==> src/imw_consts.vh <==
`ifndef IMW_CONSTS_VH
`define IMW_CONSTS_VH

// Register index within the paged map
`define IMW_ADDR_MASK3 5'h1D
// Register width and reset value
`define IMW_DATA_W 8
`define IMW_MASK3_RESET 5'h00
// Bit positions of the mask word
`define IMW_BIT_SIG 0
`define IMW_BIT_RCR 1
`define IMW_BIT_FIVE 2
`define IMW_BIT_ONE 3
`define IMW_BIT_JIT 4
`define IMW_MASK_W 5
// Near-slip margin of the jitter FIFO, in bytes
`define IMW_JIT_MARGIN 4

`endif

==> src/imw_mask_three.v <==
`timescale 1ns/1ps
`include "imw_consts.vh"

// History register and change detector for one group of levels
module imw_edge_det #(
	parameter W = 1,
	parameter ANY_CHANGE = 0
) (
	// Clock and reset
	input wire core_clk,
	input wire rstn,
	// Watched levels
	input wire [W-1:0] level,
	// Detected event
	output wire seen
);

	reg [W-1:0] prev_q;
	wire [W-1:0] prev_d;
	wire [W-1:0] rise;
	wire [W-1:0] flip;

	assign prev_d = level;
	assign rise = level & ~prev_q;
	assign flip = level ^ prev_q;
	// Any change or rising edge only
	assign seen = (ANY_CHANGE != 0) ? |flip : |rise;

	always @(posedge core_clk or negedge rstn) begin
		if (!rstn) begin
			prev_q <= {W{1'h0}};
		end else begin
			prev_q <= prev_d;
		end
	end

endmodule // imw_edge_det

module imw_mask_three #(
	parameter FIFO_DEPTH = 32,
	parameter FILL_W = 6,
	parameter SIG_W = 120
) (
	// Clock and reset
	input wire core_clk,
	input wire rstn,
	// Register port
	input wire [4:0] reg_addr,
	input wire page_sel,
	input wire reg_wr,
	input wire reg_rd,
	input wire [7:0] reg_wdata,
	output reg [7:0] reg_rdata_q,
	// Event sources
	input wire [FILL_W-1:0] jitter_fifo_fill,
	input wire one_second_tick_flag,
	input wire five_second_tick_flag,
	input wire remote_alarm_crc_flag,
	input wire [SIG_W-1:0] abcd_bits,
	// Interrupt request
	output reg irq_q
);

	// Near-slip thresholds cut to the fill width
	localparam integer LOW_INT = `IMW_JIT_MARGIN;
	localparam integer HIGH_INT = FIFO_DEPTH - `IMW_JIT_MARGIN;
	localparam [FILL_W-1:0] LOW_LIM = LOW_INT[FILL_W-1:0];
	localparam [FILL_W-1:0] HIGH_LIM = HIGH_INT[FILL_W-1:0];
	// Unused upper bits of the read word
	localparam PAD_W = `IMW_DATA_W - `IMW_MASK_W;

	// Register state and next values
	reg [`IMW_MASK_W-1:0] mask_q;
	reg [`IMW_MASK_W-1:0] mask_d;
	reg [`IMW_DATA_W-1:0] reg_rdata_d;
	reg irq_d;
	// Low for the first cycle after reset
	reg prim_q;

	// Address decode
	wire hit;
	wire wr_hit;
	wire rd_hit;

	// Mask fields
	wire jitter_fifo_near_slip_mask;
	wire one_second_tick_mask;
	wire five_second_tick_mask;
	wire remote_alarm_crc_mask;
	wire signalling_change_mask;

	// Raw events
	wire near_low;
	wire near_high;
	wire near_slip;
	wire one_second_tick_irq;
	wire five_rise;
	wire remote_alarm_crc_irq;
	wire sig_change;

	// Events after masking
	wire gate_jit;
	wire gate_one;
	wire gate_five;
	wire gate_rcr;
	wire gate_sig;

	assign hit = page_sel && (reg_addr == `IMW_ADDR_MASK3);
	assign wr_hit = reg_wr && hit;
	assign rd_hit = reg_rd && hit;

	assign jitter_fifo_near_slip_mask = mask_q[`IMW_BIT_JIT];
	assign one_second_tick_mask = mask_q[`IMW_BIT_ONE];
	assign five_second_tick_mask = mask_q[`IMW_BIT_FIVE];
	assign remote_alarm_crc_mask = mask_q[`IMW_BIT_RCR];
	assign signalling_change_mask = mask_q[`IMW_BIT_SIG];

	assign near_low = (jitter_fifo_fill <= LOW_LIM);
	assign near_high = (jitter_fifo_fill >= HIGH_LIM);
	assign near_slip = near_low || near_high;

	imw_edge_det #(
		.W(1),
		.ANY_CHANGE(0)
	) u_one_edge (
		.core_clk(core_clk),
		.rstn(rstn),
		.level(one_second_tick_flag),
		.seen(one_second_tick_irq)
	);

	imw_edge_det #(
		.W(1),
		.ANY_CHANGE(0)
	) u_five_edge (
		.core_clk(core_clk),
		.rstn(rstn),
		.level(five_second_tick_flag),
		.seen(five_rise)
	);

	imw_edge_det #(
		.W(1),
		.ANY_CHANGE(0)
	) u_rcr_edge (
		.core_clk(core_clk),
		.rstn(rstn),
		.level(remote_alarm_crc_flag),
		.seen(remote_alarm_crc_irq)
	);

	imw_edge_det #(
		.W(SIG_W),
		.ANY_CHANGE(1)
	) u_sig_change (
		.core_clk(core_clk),
		.rstn(rstn),
		.level(abcd_bits),
		.seen(sig_change)
	);

	assign gate_jit = near_slip && jitter_fifo_near_slip_mask;
	assign gate_one = one_second_tick_irq && one_second_tick_mask;
	assign gate_five = five_rise && five_second_tick_mask;
	assign gate_rcr = remote_alarm_crc_irq && remote_alarm_crc_mask;
	assign gate_sig = sig_change && signalling_change_mask;

	// Write keeps the mask bits only
	always @* begin
		mask_d = mask_q;
		if (wr_hit) begin
			mask_d = reg_wdata[`IMW_MASK_W-1:0];
		end
	end

	always @* begin
		reg_rdata_d = {`IMW_DATA_W{1'h0}};
		if (rd_hit) begin
			reg_rdata_d = {{PAD_W{1'h0}}, mask_q};
		end
	end

	always @* begin
		irq_d = 1'h0;
		// First cycle only loads history
		if (prim_q) begin
			irq_d = gate_jit || gate_one || gate_five ||
				gate_rcr || gate_sig;
		end
	end

	// State registers
	always @(posedge core_clk or negedge rstn) begin
		if (!rstn) begin
			mask_q <= `IMW_MASK3_RESET;
			reg_rdata_q <= {`IMW_DATA_W{1'h0}};
			irq_q <= 1'h0;
			prim_q <= 1'h0;
		end else begin
			mask_q <= mask_d;
			reg_rdata_q <= reg_rdata_d;
			irq_q <= irq_d;
			prim_q <= 1'h1;
		end
	end

endmodule // imw_mask_three

==> config.mk <==
export PLATFORM = sky130hd
export DESIGN_NAME = imw_mask_three
export DESIGN_NICKNAME = d
export VERILOG_FILES = /design/src/imw_mask_three.v
export VERILOG_INCLUDE_DIRS = /design/src /design/src/src
export SDC_FILE = /design/constraint.sdc
export NUM_CORES = 1
export LEC_CHECK = 0
export ABC_AREA = 1
export BUFFER_PORTS_ARGS = -buffer_cell sky130_fd_sc_hd__buf_4
export CAP_MARGIN = 30
export CELL_PAD_IN_SITES_DETAIL_PLACEMENT = 1
export CELL_PAD_IN_SITES_GLOBAL_PLACEMENT = 1
export CORE_MARGIN = 2
export CORE_UTILIZATION = 39
export DETAILED_ROUTE_END_ITERATION = 8
export PLACE_DENSITY = 0.87
export SYNTH_ARGS = -nofsm -noshare
export SYNTH_HDL_FRONTEND = slang
export SYNTH_SLANG_ARGS = --single-unit
==> constraint.sdc <==
create_clock -name core_clk -period 1.4 [get_ports core_clk]
set_input_delay 0.21 -clock core_clk [delete_from_list [all_inputs] [get_ports core_clk]]
set_output_delay 0.21 -clock core_clk [all_outputs]
set_load 0.01 [all_outputs]
# Word level (Yosys, flattened, before mapping)
# Cells that the tools add are included.
[op_classes]
muxes = 2
n_reduce_logical = 14
eq_ne = 1
magnitude_cmp = 2
n_bitwise = 7
[op_table]
columns = ["operator", "count"]
rows = [
  ["$reduce_or 120->1", 1],
  ["$xor 120x120->120", 1],
  ["$logic_and 1x1->1", 8],
  ["$ge 6x5->1 const B", 1],
  ["$le 6x3->1 const B", 1],
  ["$eq 5x5->1 const B", 1],
  ["$logic_or 1x1->1", 5],
  ["$mux 5", 1],
  ["$and 1x1->1", 3],
  ["$not 1->1", 3],
  ["$mux 1", 1],
]
[word_totals]
output_inout_bits = 9
elab_cells = 34
ff_bits = 138
inputBits = 147

# Longest topological paths before layout
[logic_depth]
ltp_word = 8
mapped_depth = 12
mapped_depth_nobuf = 12

# By module
# A second synthesis with hierarchy kept.
[hier_totals]
hier_cells = 529
hier_area_um2 = 5395.2
[by_module_without_submodules]
columns = ["mod", "cells_each", "area_each_um2", "seq_area_each_um2", "n_inst"]
rows = [
  ["imw_edge_det (u_sig_change)", 453, 4734.5, 3002.9, 1],
  ["imw_mask_three", 67, 555.5, 300.3, 1],
  ["imw_edge_det (u_five_edge ...)", 3, 35.0, 25.0, 3],
]

# Worst setup path before layout
# OpenSTA, ideal clock, no wires.
[synth_path]
path_kind = "flip-flop to flip-flop"
startpoint = "register u_sig_change.prev_q[22]"
endpoint = "register irq_q"
path_buffers = 0
required_ns = 1.274
arrival_ns = 1.041
setup_time_ns = 0.126
path_stages_with_launch = 11
setup_slack_ns = 0.233
synth_period_minus_slack_ns = 1.167
path_cell_list = "dfrtp_1 > xnor2_1 > nand2_1 > nor2_1 > nand2_1 > nor2_1 > nand2_1 > nor2_1 > nand2_1 > nand2_1 > a21oi_1"
[synth_via]
elab_chain_cells = 5
[synth_lines]
columns = ["element", "line", "source"]
rows = [
  ["start: declaration", "imw_mask_three.v:18", "reg [W-1:0] prev_q;"],
  ["start signal: assignment", "imw_mask_three.v:31", "prev_q <= {W{1'h0}};"],
  ["start signal: assignment", "imw_mask_three.v:33", "prev_q <= prev_d;"],
  ["$xor 120x120->120", "imw_mask_three.v:25", "assign flip = level ^ prev_q;"],
  ["$reduce_or 120->1", "imw_mask_three.v:27", "assign seen = (ANY_CHANGE != 0) ? |flip : |rise;"],
  ["$logic_and 1x1->1", "imw_mask_three.v:166", "assign gate_sig = sig_change && signalling_change_mask;"],
  ["$logic_or 1x1->1", "imw_mask_three.v:188", "gate_rcr || gate_sig;"],
  ["$mux 1", "imw_mask_three.v:186", "if (prim_q) begin"],
  ["via irq_d", "imw_mask_three.v:76", "reg irq_d;"],
  ["end signal: assignment", "imw_mask_three.v:202", "irq_q <= irq_d;"],
  ["end: declaration", "imw_mask_three.v:61", "output reg irq_q"],
]
# The timed path passes the listed nets, and every way through them passes these cells.
# A chain may end at the register's enable or synchronous reset.

# Final worst setup path
[layout_path]
startpoint = "register u_sig_change.prev_q[18]"
endpoint = "register irq_q"
# The elaborated chain is that of the path after synthesis.

==> impl.org <==
** Run status
- The run finished, with violations left.
- Violated checks :: setup timing

** Synth
- Synth warnings :: 0
- Synthesis produced a netlist whose cell count is 510.
- #FFs+latches synth :: around 140
- Cell variety after synth :: 15
- The synthesized design spends more area on one cell type than any other, namely dfrtp_1.
- Per-instance average area after synthesis :: 10.4 um^2
- Ranked by total cell area, the synthesized netlist is headed by dfrtp_1, xnor2_1, nand2_1.
- Area share of the largest cell type after synthesis :: 0.637
- Synth Cell Area :: 5310 um^2
- For this run, the register share of the synthesized area comes to 0.637.

** STA
- Setup repair after global routing could not meet its margin everywhere.
- Fin worst setup slack :: -0.239 ns
- The worst path in the final design needs a cycle of 1.64 ns, including I/O delays and setup.
- Final number of max-transition violations :: 0
- In the finished design, the share of the clock period the worst path needs comes to 1.17.
- The final count of hold timing violations was 0.
- Final setup fails :: 1
- Post-route clock skew :: between 0.007 and 0.008 ns
- Timing would allow up to 0.610 GHz.
- Adding up every negative setup slack in the final design gives -0.239 ns.

** Hold path
- Hold Path Class :: in -> reg
- The worst hold path begins at reg_wdata[1].

** Power and ir drop
- Int Power :: 0.00797 W
- Clock power frac :: 0.458
- Net switching power of the design :: 0.00242 W
- Leakage power of the design :: 4.20 nW
- The share of total power dissipated in sequential elements is 0.408.
- Peak ir drop on the vdd network :: between 800 and 900 uV
- Total power per unit cell area :: between 1000 and 1500 nW/um^2
- Sw Ratio :: 0.233
- The share of total power dissipated in combinational logic is 0.134.
- The design draws 0.0104 W.

** Critical path
- Critical Setup Path Class :: reg -> reg
- Along the worst path, the maximum fanout reaches 1.
- In this run the worst setup path begins at u_sig_change.prev_q[18].
- The worst register-to-register path begins at u_sig_change.prev_q[18].
- STA puts the critical path data arrival time at 1.93 ns.
- STA classifies the critical path endpoint as a flip-flop.
- WP data required :: 1.69 ns
- Worst reg-to-reg setup slack :: -0.24 ns
- STA classifies the critical path startpoint as a flip-flop.

** Finish
- Share of cells above drive strength 1 :: 0.257
- NumNets Final :: between 900 and 1000
- Total non-filler cell area in the finished layout :: between 8000 and 9000 um^2
- Layout area overhead :: 63.8%
- The number of antenna diodes in the final layout is 0.

** Drt
- Vias after detailed routing :: 4546
- Post-detailed-routing wire length :: 18.9 mm
- Post-route DRC :: 0
- The pre-antenna-repair detailed-routing pass consisted of 4 iterations.
- Dividing the detail-routed wire length by the instance count gives approximately 19 um.
- Via density per instance :: 4.58
- Number of DRC markers in iteration 0 :: 121
- In this run the remaining antenna-violating nets after routing total 0.

** Placed design
- At the end of routability-driven placement, the weighted congestion stood at 0.736.
- Post-DP HPWL :: 9.83 mm
- Summing all placed instances gives a cell area of roughly 6700 um^2.
- Post-place setup slack :: -0.125 ns
- I/O Buffers :: between 100 and 150

** Floorplan
- Starting Density :: 0.401
- Floorplan core area :: 13200 um^2
- Height of the die :: 121 um
- The floorplan has between 40 and 50 rows.
- In this run the count of I/O pins placed on the die edge is around 160.
- The die covers 14600 um^2.
- The floorplan step set the die width to 121 um.

** Clocking
- After clock tree synthesis, the clock-pin slew on the worst setup and hold paths is 0.06 ns.
- TritonCTS built the clock tree.
- Number of buffers created by CTS :: 17
- Counting along the longest clock path gives a buffer depth of 2.
- For this design, the sink count on the clock tree is 135.
- Clock latency at the later pin of the worst-skew pair :: 0.42 ns
- In this run the number of H-tree levels came out at 4.
- Root buffer cell :: clkbuf_16
- Post-CTS setup repair buffer count :: 0

** Global routing
- Number of global-route vias before repair :: 5623
- Pin count of the biggest net entering global routing :: 41
- Global-route wire length before repair :: 29.6 mm
- After global routing the overflow that remains totals 0.
- Total GRT Usage :: 0.274
- The initial antenna violation count is 0.

** Flow run
- Number of max-cap violations :: 0
-- sequential cells by signal, indices dropped and copies added (netlist names) --
signal and cells:
u_sig_change.prev_q 120, u_rcr_edge.prev_q 1, mask_q 5, prim_q 1
u_five_edge.prev_q 1, reg_rdata_q 5, u_one_edge.prev_q 1, irq_q 1
-- stage by stage --
| step | utilization | std cells | hold slack, ns |
|---|---|---|---|
| 2_1_floorplan | - | 512 | -0.0856 |
| 3_3_place_gp | 0.506 | 838 | 0.131 |
| 3_5_place_dp | 0.506 | 838 | 0.136 |
| 4_1_cts | 0.650 | 993 | 0.0470 |
| 5_1_grt | 0.656 | 993 | 0.0724 |
| 6_report | 0.656 | 993 | 0.0756 |
-- cell usage after synthesis --
cell type  count
a31o_2         1
nor2_1        70
dfrtp_1      135
o22ai_1        1
xnor2_1       80
nor3_1         1
nand2_1      139
inv_1         51
o21a_1         1
a211oi_1       1
a21oi_1        6
buf_4          3
xor2_1        16
nand3_1        3
conb_1         2
-- path summary, 6_finish.rpt --
path,end,depth (start not counted)
min in group asynchronous,u_sig_change.prev_q[104],2
setup reg to reg,irq_q,10
setup / recovery,irq_q,10
max in group asynchronous,u_sig_change.prev_q[85],3
hold / removal,mask_q[1],3
hold reg to reg,irq_q,2
-- routing by layer --
layer  part of all wire  wire [um]  vias up  GRT usage
met2               0.59      11100      139      0.544
li1                   -          -     2095          -
met3              0.042        798       36     0.0698
met5                  0          0        -          0
met1               0.35       6550     2276      0.263
met4              0.024        451        0      0.113
-- what timing repair did --
action,CTS,global route
setup endpoints to repair,1,1
gates resized for setup,10,15
hold buffers,124,0
pin swaps,4,18
hold endpoints to repair,153,0
-- cell usage in the layout, fill, tap and decap left out, types with 2 or more instances in the layout --
cell type	instances
dlygate4sd3_1	124
xnor2_1	69
nor2_1	60
clkbuf_8	6
nand2_2	2
inv_1	51
xnor2_2	11
a21oi_1	5
buf_12	3
clkbuf_16	17
nand2_1	137
buf_4	149
xor2_1	16
bufinv_16	3
clkinv_2	4
nor2_2	10
dfrtp_1	135
nand3_1	2
conb_1	4
-- power by group through the flow --
stage | Combinational (W) | Sequential, W | Clock, W
2_1_floorplan | 0.000431 | 0.00425 | 0
3_3_place_gp | 0.000940 | 0.00426 | 0
3_5_place_dp | 0.00101 | 0.00428 | 0
4_1_cts | 0.00130 | 0.00421 | 0.00475
5_1_grt | 0.00151 | 0.00425 | 0.00500
6_report | 0.00139 | 0.00423 | 0.00476
-- logic make-up after synthesis --
group | after synthesis | share of synthesized area
buffers and inverters | 54 | 0.0403
and+or+nand+nor | 213 | 0.152
xor gates and xnor gates | 96 | 0.158
other | 2 | 0.00142
AOI/OAI and AO/OA | 10 | 0.0113
DFF | 135 | 0.637
-- final cells by class --
cell class	instances	area [um^2]
fill	1389	4550
sequential	135	3380
timing repair buffer	277	2430
multi-input combinational	323	1840
clock buffer	23	508
tap	176	220
inverter	51	191
clock inverter	8	118
-- worst max-delay path: stages, from the launching register on --
cell     delay (ns)
dfrtp_1        0.38
xnor2_1        0.25
nand2_1        0.10
nor2_1         0.13
nand2_1        0.10
nor2_2         0.12
nand2_1        0.10
nor2_2         0.14
nand2_1        0.09
nand2_2        0.06
a21oi_2        0.04
No activity file was read; power rests on OpenSTA's default activity.
